[src/logic/amp_pkg.sv]
/*
 * Package for the multiplexed address port host controller.
 * Assumes a 20 MHz clock and an 11-bit shared address bus with an 8-bit data bus.
 */
package amp_pkg;

	localparam int AMP_ROW_W   = 11;
	localparam int AMP_COL_W   = 9;
	localparam int AMP_ADDR_W  = 20;
	localparam int AMP_DATA_W  = 8;
	localparam int AMP_CLK_MHZ = 20;

	// Phase lengths in nanoseconds and the cycle counts derived from them.
	localparam int AMP_T_SETUP_NS = 100;
	localparam int AMP_T_PULSE_NS = 100;
	localparam int AMP_T_HOLD_NS  = 50;
	localparam int AMP_T_READ_NS  = 150;
	localparam int AMP_SETUP_CYC  = (AMP_T_SETUP_NS * AMP_CLK_MHZ + 999) / 1000;
	localparam int AMP_PULSE_CYC  = (AMP_T_PULSE_NS * AMP_CLK_MHZ + 999) / 1000;
	localparam int AMP_HOLD_CYC   = (AMP_T_HOLD_NS * AMP_CLK_MHZ + 999) / 1000;
	localparam int AMP_READ_CYC   = (AMP_T_READ_NS * AMP_CLK_MHZ + 999) / 1000;

	localparam logic [3:0] AMP_TOP_SMALL = 4'h7;
	localparam logic [3:0] AMP_TOP_LARGE = 4'hF;
	localparam int         AMP_RDY_BIT   = 7;

	typedef struct packed {
		logic                  write;
		logic [AMP_ADDR_W-1:0] addr;
		logic [AMP_DATA_W-1:0] wdata;
	} amp_req_t;

	typedef struct packed {
		logic [AMP_ROW_W-1:0]  addr;
		logic                  row_col;
		logic                  we_n;
		logic                  oe_n;
		logic [AMP_DATA_W-1:0] dq_out;
		logic                  dq_oe_n;
	} amp_pins_t;

	typedef enum logic [6:0] {
		AMP_IDLE  = 7'h01,
		AMP_ROW   = 7'h02,
		AMP_COL   = 7'h04,
		AMP_STROB = 7'h08,
		AMP_HOLD  = 7'h10,
		AMP_READ  = 7'h20,
		AMP_DONE  = 7'h40
	} amp_state_t;

endpackage

[src/logic/amp_host.sv]
/*
 * Host controller for a flash device on its address-multiplexed parallel port.
 * Assumes the device samples address and data on the write strobe rising edge,
 * and that the board resolves the shared data wires from the enables.
 */
// Overview of operation
// - Shared pins carry row then column
// - Row select marks which half drives
// - Data written out, read back in
// - Hold address, data across strobe rise
`timescale 1ns/1ps
module amp_host #(
	parameter logic LARGE = 1'b0
) (
	input  wire logic                               clk,
	input  wire logic                               rst,
	input  wire logic                               req_valid,
	input  wire amp_pkg::amp_req_t                  req,
	input  wire logic                               top_protect_en,
	input  wire logic                               low_protect_en,
	output logic                                    req_ready,
	output logic                                    rsp_valid,
	output logic [amp_pkg::AMP_DATA_W-1:0]          rsp_data,
	output logic                                    device_ready,
	output logic                                    top_block_protect_n,
	output logic                                    lower_protect_n,
	output logic [amp_pkg::AMP_ROW_W-1:0]           addr_pins,
	output logic                                    row_col,
	output logic                                    we_n,
	output logic                                    oe_n,
	output logic [amp_pkg::AMP_DATA_W-1:0]          dq_out,
	output logic                                    dq_oe_n,
	input  wire logic [amp_pkg::AMP_DATA_W-1:0]     dq_in,
	input  wire logic                               ready_busy_n
);

	// ************************************************************
	// Pin synchronisers.
	// ************************************************************
	logic [amp_pkg::AMP_DATA_W:0] pins_sync;
	wire  [amp_pkg::AMP_DATA_W-1:0] dq_sync = pins_sync[amp_pkg::AMP_DATA_W-1:0];
	wire                            rdy_sync = pins_sync[amp_pkg::AMP_DATA_W];

	amp_sync #(.W(amp_pkg::AMP_DATA_W + 1)) u_sync (
		.clk (clk),
		.rst (rst),
		.d   ({ready_busy_n, dq_in}),
		.q   (pins_sync)
	);

	// ************************************************************
	// Sequencer.
	// ************************************************************
	amp_pkg::amp_state_t state_reg, state_next;
	amp_pkg::amp_req_t   req_reg;
	amp_pkg::amp_pins_t  pins_reg, pins_next;
	logic [3:0]          cnt_reg;
	logic                done_reg;

	wire start     = req_valid && (state_reg == amp_pkg::AMP_IDLE);
	wire cnt_zero  = (cnt_reg == 4'h0);
	wire [amp_pkg::AMP_ROW_W-1:0] col_part =
		{2'h0, req_reg.addr[amp_pkg::AMP_ADDR_W-1:amp_pkg::AMP_ROW_W]};
	wire [3:0] set_setup = 4'(amp_pkg::AMP_SETUP_CYC - 1);
	wire [3:0] set_pulse = 4'(amp_pkg::AMP_PULSE_CYC - 1);
	wire [3:0] set_hold  = 4'(amp_pkg::AMP_HOLD_CYC - 1);
	wire [3:0] set_read  = 4'(amp_pkg::AMP_READ_CYC - 1);

	always_comb begin
		state_next = state_reg;
		pins_next  = pins_reg;
		case (state_reg)
			amp_pkg::AMP_IDLE: begin
				pins_next.we_n    = 1'b1;
				pins_next.oe_n    = 1'b1;
				pins_next.dq_oe_n = 1'b1;
				if (start) begin
					state_next        = amp_pkg::AMP_ROW;
					pins_next.addr    = req.addr[amp_pkg::AMP_ROW_W-1:0];
					pins_next.row_col = 1'b1;
				end
			end
			amp_pkg::AMP_ROW: begin
				if (cnt_zero) begin
					state_next        = amp_pkg::AMP_COL;
					pins_next.addr    = col_part;
					pins_next.row_col = 1'b0;
				end
			end
			amp_pkg::AMP_COL: begin
				if (cnt_zero) begin
					if (req_reg.write) begin
						state_next        = amp_pkg::AMP_STROB;
						pins_next.we_n    = 1'b0;
						pins_next.dq_out  = req_reg.wdata;
						pins_next.dq_oe_n = 1'b0;
					end else begin
						state_next     = amp_pkg::AMP_READ;
						pins_next.oe_n = 1'b0;
					end
				end
			end
			amp_pkg::AMP_STROB: begin
				if (cnt_zero) begin
					state_next     = amp_pkg::AMP_HOLD;
					pins_next.we_n = 1'b1;
				end
			end
			amp_pkg::AMP_HOLD: begin
				if (cnt_zero) begin
					state_next        = amp_pkg::AMP_DONE;
					pins_next.dq_oe_n = 1'b1;
				end
			end
			amp_pkg::AMP_READ: begin
				if (cnt_zero) begin
					state_next     = amp_pkg::AMP_DONE;
					pins_next.oe_n = 1'b1;
				end
			end
			amp_pkg::AMP_DONE: begin
				state_next = amp_pkg::AMP_IDLE;
			end
			default: begin
				state_next = amp_pkg::AMP_IDLE;
			end
		endcase
	end

	wire entering = (state_next != state_reg);
	wire [3:0] cnt_load =
		(state_next == amp_pkg::AMP_STROB) ? set_pulse :
		(state_next == amp_pkg::AMP_HOLD)  ? set_hold  :
		(state_next == amp_pkg::AMP_READ)  ? set_read  : set_setup;
	wire [3:0] cnt_next = entering ? cnt_load : (cnt_zero ? 4'h0 : cnt_reg - 4'h1);

	always_ff @(posedge clk) begin
		if (rst) begin
			state_reg <= amp_pkg::AMP_IDLE;
			pins_reg  <= '{addr: '0, row_col: 1'b1, we_n: 1'b1, oe_n: 1'b1,
			               dq_out: '0, dq_oe_n: 1'b1};
			cnt_reg   <= 4'h0;
			req_reg   <= '0;
		end else begin
			state_reg <= state_next;
			pins_reg  <= pins_next;
			cnt_reg   <= cnt_next;
			if (start) begin
				req_reg <= req;
			end
		end
	end

	// ************************************************************
	// Answers and protect pins.
	// ************************************************************
	wire read_end = (state_reg == amp_pkg::AMP_READ) && cnt_zero;

	always_ff @(posedge clk) begin
		if (rst) begin
			done_reg            <= 1'b0;
			rsp_data            <= 8'h00;
			req_ready           <= 1'b0;
			device_ready        <= 1'b0;
			top_block_protect_n <= 1'b0;
			lower_protect_n     <= 1'b0;
		end else begin
			done_reg  <= (state_next == amp_pkg::AMP_DONE) && entering;
			req_ready <= (state_next == amp_pkg::AMP_IDLE) && !start;
			if (read_end) begin
				rsp_data <= dq_sync;
			end
			device_ready        <= rdy_sync;
			top_block_protect_n <= !top_protect_en;
			lower_protect_n     <= !low_protect_en;
		end
	end

	assign rsp_valid = done_reg;
	assign addr_pins = pins_reg.addr;
	assign row_col   = pins_reg.row_col;
	assign we_n      = pins_reg.we_n;
	assign oe_n      = pins_reg.oe_n;
	assign dq_out    = pins_reg.dq_out;
	assign dq_oe_n   = pins_reg.dq_oe_n;
endmodule // amp_host

[src/logic/amp_sync.sv]
/*
 * Two flip-flop synchroniser for a bus of pin inputs.
 * Assumes the inputs are asynchronous to clk.
 */
`timescale 1ns/1ps
module amp_sync #(
	parameter int W = 1
) (
	input  wire logic         clk,
	input  wire logic         rst,
	input  wire logic [W-1:0] d,
	output logic [W-1:0]      q
);

	logic [W-1:0] meta_reg;

	always_ff @(posedge clk) begin
		if (rst) begin
			meta_reg <= '0;
			q        <= '0;
		end else begin
			meta_reg <= d;
			q        <= meta_reg;
		end
	end

endmodule // amp_sync

[config.mk]
export PLATFORM = sky130hd
export DESIGN_NAME = amp_host
export DESIGN_NICKNAME = d
export VERILOG_FILES = /design/src/logic/amp_pkg.sv /design/src/logic/amp_host.sv /design/src/logic/amp_sync.sv
export SDC_FILE = /design/constraint.sdc
export NUM_CORES = 1
export LEC_CHECK = 0
export ABC_AREA = 1
export BUFFER_PORTS_ARGS = -buffer_cell sky130_fd_sc_hd__buf_2
export CAP_MARGIN = 20
export CORE_MARGIN = 3
export CORE_UTILIZATION = 31
export CTS_CLUSTER_SIZE = 10
export DETAILED_ROUTE_END_ITERATION = 16
export SLEW_MARGIN = 20
export SYNTH_ARGS = -nofsm -noshare
export SYNTH_HDL_FRONTEND = slang
export SYNTH_SLANG_ARGS = --single-unit
[constraint.sdc]
create_clock -name clk -period 2.5 [get_ports clk]
set_input_delay 0.125 -clock clk [delete_from_list [all_inputs] [get_ports clk]]
set_output_delay 0.125 -clock clk [all_outputs]
set_load 0.05 [all_outputs]
# Word-level counts from Yosys, hierarchy flattened
# Index checks and enable logic that the tools add are counted.
totals:
  word_cells: 81
  regBits: 94
  output_inout_bits: 36
classes:
  n_reduce_logical: 18
  n_eq_ne: 20
  n_mux: 23
  addsub: 1
ops:
  columns: ["cell", "n"]
  rows:
  - ["$mux W7", 5]
  - ["$pmux W7 S5", 1]
  - ["$mux W12", 2]
  - ["$pmux W12 S2", 1]
  - ["$ne A2 B2 Y1 const B", 8]
  - ["$eq A7 B1 Y1 const B", 2]
  - ["$eq A7 B4 Y1 const B", 2]
  - ["$eq A7 B5 Y1 const B", 2]
  - ["$eq A7 B6 Y1 const B", 2]
  - ["$reduce_and A4 Y1", 3]
  - ["$mux W11", 1]
  - ["$mux W9", 1]
  - ["$pmux W1 S3", 3]
  - ["$reduce_bool A3 Y1", 3]
  - ["$mux W4", 2]
  - ["$eq A7 B2 Y1 const B", 1]
  - ["$eq A7 B3 Y1 const B", 1]
  - ["$eq A7 B7 Y1 const B", 1]
  - ["$ne A7 B7 Y1", 1]
  - ["$mux W2", 3]
  - ["$mux W6", 1]
  - ["$reduce_and A3 Y1", 2]
  - ["$logic_and A1 B1 Y1", 4]
  - ["$logic_not A4 Y1", 1]
  - ["other kinds (5)", 9]

# Longest topological paths before layout
# Gate-level depths: netlist of run 1.
depth:
  ltp_word: 9
  ltp_mapped: 13
  depth_no_buf: 12

# Hierarchy
# From an unflattened synthesis of run 1, not the netlist that was laid out.
hier_totals:
  hier_cells: 423
  hier_area_um2: 3200.6
modules_own_cells:
  columns: ["module", "seq_area_each_um2", "n_inst", "cells_each", "area_per_inst_um2"]
  rows:
  - ["amp_host", 1301.2, 1, 367, 2678.8]
  - ["amp_sync", 360.3, 1, 56, 521.8]

# Least setup slack after synthesis of run 1
# No wires, ideal clock.
synth_timing:
  kind: "reg2reg"
  startpoint: "reg state_reg[5]"
  endpoint: "reg cnt_reg[1]"
  arrival_ns: 1.299
  synth_period_minus_slack_ns: 1.412
  slack_ns: 1.088
  setup_ns: 0.113
  path_stages_with_launch: 13
  cell_sequence: "dfxtp_1 -> inv_1 -> nand2_2 -> nor2_4 -> nand2_2 -> buf_6 -> nor2_1 -> a21oi_1 -> nand2_1 -> nor2_2 -> nand3_1 -> nand2_1 -> nor2_1"
synth_between:
  elab_chain_cells: 9
  word_cells_on_any_way: 22
  cone_classes: "eq/ne: 10; mux: 10; reduce/logical: 2"
synth_lines:
  columns: ["element", "line", "source"]
  rows:
  - ["from (decl)", "amp_host.sv:54", "amp_pkg::amp_state_t state_reg, state_next;"]
  - ["from (signal assigned)", "amp_host.sv:139", "state_reg <= amp_pkg::AMP_IDLE;"]
  - ["from (signal assigned)", "amp_host.sv:145", "state_reg <= state_next;"]
  - ["$eq A7 B1 Y1", "amp_host.sv:60, amp_host.sv:72", null]
  - ["$logic_and A1 B1 Y1", "amp_host.sv:60", "wire start = req_valid && (state_reg == amp_pkg::AMP_IDLE);"]
  - ["$mux W7", "amp_host.sv:77", "if (start) begin"]
  - ["$pmux W7 S5", "amp_host.sv:72", "case (state_reg)"]
  - ["$eq A7 B6 Y1", "amp_host.sv:134", "(state_next == amp_pkg::AMP_READ) ? set_read : set_setup;"]
  - ["$mux W2", "amp_host.sv:134", null]
  - ["$mux W2", "amp_host.sv:133", "(state_next == amp_pkg::AMP_HOLD) ? set_hold :"]
  - ["$mux W2", "amp_host.sv:132", "(state_next == amp_pkg::AMP_STROB) ? set_pulse :"]
  - ["$mux W4 *", "amp_host.sv:135", "wire [3:0] cnt_next = entering ? cnt_load : (cnt_zero ? 4'h0 : cnt_reg - 4'h1);"]
  - ["to (signal assigned)", "amp_host.sv:147", "cnt_reg <= cnt_next;"]
  - ["to (decl)", "amp_host.sv:57", "logic [3:0] cnt_reg;"]
# Mark *: on every way between the ends. The rest lies on a longest branch, timed or not.
# A chain may end at the register's enable or synchronous reset.

# Final worst setup path of run 1
layout_timing:
  startpoint: "reg state_reg[2]"
  endpoint: "reg pins_reg (netlist bit addr_pins[2])"
layout_between:
  elab_chain_cells: 4
  word_cells_on_any_way: 8
  cone_classes: "eq/ne: 4; mux: 1; reduce/logical: 3"
layout_lines:
  columns: ["element", "line", "source"]
  rows:
  - ["$eq A7 B1 Y1", "amp_host.sv:60, amp_host.sv:72", null]
  - ["$logic_and A1 B1 Y1", "amp_host.sv:60", null]
  - ["$ne A2 B2 Y1 (no source line)", null, null]
  - ["$reduce_and A3 Y1 (no source line)", null, null]
  - ["to (signal assigned)", "amp_host.sv:140", "pins_reg <= '{addr: '0, row_col: 1'b1, we_n: 1'b1, oe_n: 1'b1,"]
  - ["to (signal assigned)", "amp_host.sv:146", "pins_reg <= pins_next;"]
  - ["to (decl)", "amp_host.sv:56", "amp_pkg::amp_pins_t pins_reg, pins_next;"]
# Several ways; a longest one is shown, not always the timed one.

==> results_dict.tcl, run 1 <==
set metrics [dict create \
    status "complete, no violations" \
    vias 2854 \
    grt_first_pass_wirelength_um 12570 \
    clkPwrFrac 0.338 \
    final_cell_area_um2 3993 \
    gr-usage-met1 0.1727 \
    synth_edf_count 0 \
    wl_per_cell_um 11.34 \
    clk_pin_slew_worst_paths_ns 0.08 \
    portBuffers 78 \
    synth_warnings 0 \
    largest_register_ffs 11 \
    cts_tree "done" \
    synth-xor-area-share 0.002740 \
    rows 36 \
    ys_seq_area_frac 0.5198 \
    yosys.area_share.adder 0 \
    layout-drive-gt1-share 0.2436 \
    drc 0 \
    p_int_mw 2.004 \
    slew_violations 0 \
    syn_area_um2 3197 \
    muxShareOfSynthArea 0 \
    start_kind "register" \
    slowest_delay_ns 0.38 \
    n_antenna_cell 0 \
    post_cts_resized 0 \
    io_pins 79 \
    leakagePower_nw 1.821 \
    grt_max_degree 43 \
    vdd_ir_drop_max_mv 0.2904 \
    drv_cap 0 \
    vias_per_cell 4.473 \
    worst_slew_pin_slew_ns 0.4386 \
    grtUsageMet2 0.2145 \
    die_w_um 107.6 \
    final_cells 638 \
    p_seq_frac 0.513 \
    postRouteAntennaNets 0 \
    avgSynthCellArea_um2 7.722 \
    synth_cells 414 \
    die-height_um 107.6 \
    setup_violations 0 \
    synth-seq-cells 83 \
    tns_ns 0 \
    multiInputGateArea_um2 1264 \
    clock-sinks 83 \
    clk_path_buf_depth 2 \
    hpwl_um 5185 \
    insertion_delay_ns 0.35 \
    final.min_clock_period_ns 1.868 \
    max_freq_mhz 535.3 \
    min_path_type "in2reg" \
    syn-num-nets 457 \
    crit_required_ns 2.77 \
    first_iter_violations 158 \
    gp_congestion 0.8490 \
    yosys.area_share.simple 0.2454 \
    place_inst 612 \
    powerDensity_nw_per_um2 696.3 \
    cts_root_buf "clkbuf_8" \
    dieArea_um2 11570 \
    rsz0062_at_grt "no" \
    p_sw_frac 0.2793 \
    routed_wl_um 7237 \
    worst_setup_path_end_kind "register" \
    num-fill-cells 1053 \
    htreeDepth 3 \
    synth-compound-area-share 0.1472 \
    place_area_um2 3691 \
    grtUsageTotal 0.1369 \
    grt_pass1_vias 2745 \
    grt_antenna_before_repair 0 \
    path_cells "inv_2 -> nand2_1 -> nor2_1 -> nand2_2 -> inv_2 -> nand2_1 -> nand2_2 -> o21ai_0 -> a31oi_1" \
    crit_type "reg2reg" \
    cp_max_fo 19 \
    grt.overflow.total 0 \
    fin_util 0.4029 \
    hold_slack_ns 0.02221 \
    crit_arrival_ns 2.14 \
    synth.distinct_cells 32 \
    busiest_layer "met2" \
    skew_ns 0.007332 \
    fin_nets 544 \
    finalHoldViolCount 0 \
    min_period_over_period 0.7473 \
    slowest_stage "dfxtp_1" \
    core_area_um2 9910 \
    met3_usage 0.04139 \
    dr.pass1.iters 4 \
    p_sw_mw 0.7763 \
    synth_top_family_by_area "simple AND/OR/NAND/NOR gates" \
    synthArstFlopShare 0 \
    synth_ff_type "dfxtp_1" \
    combPwrFrac 0.149 \
    syn_to_final_growth_pct 24.89 \
    cts_made_buffers 9 \
    start_util 0.3226 \
    slew_headroom 0.7076 \
    ff_latch_area_um2 1662 \
]
==> layout make-up <==
cell class	instances	share of cell area
clock inverters	5	0.01348
well taps	133	0.04168
repair buffers	93	0.1329
multi-input cells	267	0.3165
flip-flops and latches	83	0.4162
inverters	47	0.04481
clock buffers	10	0.03447
==> critical path, delay by kind of cell, from the launching register on <==
kind                   cells  cell delay, ns
AOI/OAI and AO/OA          2            0.29
buffers and inverters      2            0.34
DFF                        1            0.38
and+or+nand+nor            5            0.79
==> per-stage QoR <==
| stage | setup slack (ns) | power (mW) |
|---|---|---|
| after floorplan | 1.088 | 1.750 |
| after global placement | 0.7331 | 1.856 |
| after detailed placement | 0.6460 | 1.859 |
| after CTS | 0.6493 | 2.814 |
| after global routing | 0.4327 | 2.926 |
| final | 0.6317 | 2.780 |
==> cell usage after synthesis, types with 2 or more instances <==
| cell type | n | area share |
|---|---|---|
| nand4_1 | 2 | 0.0039 |
| buf_2 | 5 | 0.0078 |
| buf_4 | 2 | 0.0047 |
| dfxtp_1 | 83 | 0.52 |
| inv_1 | 40 | 0.047 |
| inv_2 | 6 | 0.0070 |
| nand2_2 | 5 | 0.0098 |
| a31oi_1 | 9 | 0.018 |
| clkbuf_1 | 8 | 0.0094 |
| nor2_1 | 65 | 0.076 |
| buf_6 | 2 | 0.0070 |
| nor2_2 | 5 | 0.0098 |
| nand2_1 | 75 | 0.088 |
| o21ai_0 | 38 | 0.059 |
| nand3_1 | 13 | 0.020 |
| nor2_4 | 2 | 0.0070 |
| a21oi_1 | 36 | 0.056 |
| nand3_2 | 2 | 0.0063 |
| nor3_1 | 3 | 0.0047 |
==> kinds of logic after synthesis <==
logic type	Yosys count
XOR/XNOR	1
buffers and inverters	64
flip-flops	83
AO/OA/AOI/OAI	89
AND/OR/NAND/NOR	177
==> per-layer routing <==
layer  wire (um)  part of all wire  vias to the layer above
met5           0                 0                        -
met4          76             0.011                        0
met3         481             0.066                        6
met2        3314              0.46                       79
met1        3364              0.46                     1276
li1            -                 -                     1493
==> power groups by stage <==
stage	combinational [mW]	clock [mW]	sequential [mW]
final	0.413	0.941	1.43
after global routing	0.463	1.03	1.44
after CTS	0.416	0.971	1.43
after detailed placement	0.402	0	1.46
after global placement	0.399	0	1.46
after floorplan	0.208	0	1.54
==> repair_timing <==
action,in CTS,in global routing
hold endpoints to repair,11,0
hold buffers,11,0
buffers inserted,0,0
==> cells in the final DEF (no fill, tap or decap), drive strengths merged <==
master	synthesis	final
dlygate4sd3	0	11
or2	1	1
o21a	1	1
o211ai	1	1
a21boi	1	1
a31oi	9	9
a211oi	1	1
bufinv	0	1
clkbuf	8	10
buf	9	82
dfxtp	83	83
nand3	16	16
inv	47	47
nor3	3	3
nor2	73	73
xor2	1	1
a21oi	37	37
and2	1	1
o21ai	39	39
clkinv	0	4
nand2	81	81
nand4	2	2
==> worst paths after layout <==
path         cells past startpoint                     startpoint  slack [ns]                         to
max                              9        state_reg[2]$_SDFF_PP0_        0.63  addr_pins[2]$_SDFFE_PP0P_
min                              3                        req[22]        0.02   col_part[3]$_SDFFE_PP0P_
max reg2reg                      9        state_reg[2]$_SDFF_PP0_        0.63  addr_pins[2]$_SDFFE_PP0P_
min reg2reg                      2  u_sync.meta_reg[7]$_SDFF_PP0_        0.40     u_sync.q[7]$_SDFF_PP0_
No activity file was read; power rests on OpenSTA's default activity.
==> run 2, diff against run 1 <==
Clock period 2.5 ns to 2 ns, I/O delays scaled along.
==> run 2 against run 1 <==
Routed wire length up 4.6%. Total power up 34%. Via count is 2.0% higher. Fmax rose by 6.2%. Largest power group unchanged. Critical path type unchanged. Sequential cell count did not move. Clock skew rose by 0.0041 ns. Global-route usage grew 0.57 points. Die area unchanged. Highest routed layer unchanged. Sequential share of layout area decreased by 2.5 points.
==> results_dict.tcl, run 2 (synthesis results as in run 1) <==
set metrics [dict create \
    core_area_um2 9910 \
    cp_common_cell "nor2_1" \
    layout_commonest_cell "dfxtp_1" \
    rsz0062_at_grt "no" \
    drv_cap 0 \
    grt_max_degree 43 \
    cp_max_fo 9 \
    grt_first_pass_wirelength_um 13230 \
    dr.pass1.iters 4 \
    n_antenna_cell 0 \
    slowest_stage "dfxtp_1" \
    vdd_ir_drop_max_mv 0.4674 \
    routed_wl_um 7573 \
    wl_per_cell_um 11.46 \
    path_cells "inv_1 -> nand2_1 -> nor2_1 -> nand3_1 -> nand2_1 -> nand3_1 -> nand4_1 -> nor2_1 -> nor2_1 -> nor2_1" \
    place_inst 613 \
    final_cells 661 \
    syn_to_final_growth_pct 33.03 \
    fin_nets 566 \
    final.min_clock_period_ns 1.760 \
    drc 0 \
    cts_tree "done" \
    crit_type "reg2reg" \
    slew_violations 0 \
    final_cell_mix "83 x dfxtp_1, 78 x buf_2, 75 x nand2_1, 65 x nor2_1, 40 x inv_1" \
    htreeDepth 3 \
    first_iter_violations 158 \
    gp_congestion 0.8782 \
    hpwl_um 5359 \
    status "complete, no violations" \
    grt_pass1_vias 2920 \
    skew_ns 0.01145 \
    min_path_type "in2reg" \
    worst_slew_pin_slew_ns 0.4355 \
    postRouteAntennaNets 0 \
    crit_arrival_ns 2.00 \
    worst_setup_path_end_kind "register" \
    grt.overflow.total 0 \
    vias_per_cell 4.402 \
    start_util 0.3226 \
    finalHoldViolCount 0 \
    min_period_over_period 0.8798 \
    portBuffers 78 \
    grtUsageTotal 0.1426 \
    powerDensity_nw_per_um2 872.7 \
    r2r_slack_ns 0.24 \
    layout-drive-gt1-share 0.2367 \
    dieArea_um2 11570 \
    start_kind "register" \
    die_w_um 107.6 \
    cts_made_buffers 9 \
    io_pins 79 \
    leakagePower_nw 1.926 \
    tns_ns 0 \
    die-height_um 107.6 \
    slew_headroom 0.7097 \
    max_freq_mhz 568.3 \
    cts_root_buf "clkbuf_8" \
    largest_register_ffs 11 \
    clock-sinks 83 \
    insertion_delay_ns 0.35 \
    setup_violations 0 \
    crit_required_ns 2.24 \
    clk_pin_slew_worst_paths_ns 0.09 \
    clk_path_buf_depth 2 \
    rows 36 \
    slowest_delay_ns 0.36 \
    vias 2910 \
    grt_antenna_before_repair 0 \
]
==> run 2: cell types whose count changed in the layout (fill, tap and decap cells not counted), sizes merged <==
cell	previous run	this run
bufinv	1	2
inv	47	49
dlygate4sd3	11	32
buf	82	83
clkinv	4	1
clkinvlp	0	1
==> run 2: metrics by stage <==
step	setup WS, ns	utilization	power (mW)	hold WS, ns	area, um^2
2_1_floorplan	0.5883	-	2.188	0.1724	3197
3_3_place_gp	0.2580	0.3732	2.322	0.2555	3699
3_5_place_dp	0.2425	0.3732	2.325	0.2583	3699
4_1_cts	0.2239	0.4292	3.756	0.01263	4253
5_1_grt	0.05004	0.4292	3.902	0.01270	4253
6_report	0.2404	0.4292	3.711	0.03399	4253
==> run 2: final cells by class <==
class,count,area (um^2)
clock buffer,10,137.6
clock inverter,6,96.34
fill,1037,5657
inverter,47,178.9
multi-input combinational,267,1264
sequential,83,1662
tap,133,166.4
timing repair buffer,115,748.2
==> run 2: worst paths after layout <==
path                                                     from                      end  depth (start not counted)
worst max-delay path                  state_reg[3]$_SDFF_PP0_    cnt_reg[0]$_SDFF_PP0_                         10
worst min register to register  u_sync.meta_reg[4]$_SDFF_PP0_   u_sync.q[4]$_SDFF_PP0_                          2
worst min-delay path                                   req[5]  req_reg[5]$_SDFFE_PP0P_                          3
worst max register to register        state_reg[3]$_SDFF_PP0_    cnt_reg[0]$_SDFF_PP0_                         10
==> run 2: what timing repair did <==
item,in CTS,in global routing
hold buffers,32,0
setup buffers,0,0
hold endpoints to repair,32,0
resized for setup,0,0
==> run 2: critical path: cells and delay by family, from the launching register on <==
family,cells,cell delay [ns]
simple gates,9,1.18
buf+inv,1,0.11
flops,1,0.36
==> run 2: metal layers <==
layer  vias up  global-route usage  wire (um)
met3         8             0.03779        374
met1      1305              0.1776       3449
met4         0             0.05140         94
met5         -                   0          0
met2        60              0.2367       3654
li1       1537                   -          -
==> run 2: power by group <==
part           leakage, nW  internal, mW  switching, mW
combinational         1.13         0.191          0.358
sequential           0.680          1.74         0.0411
clock                0.115         0.752          0.628
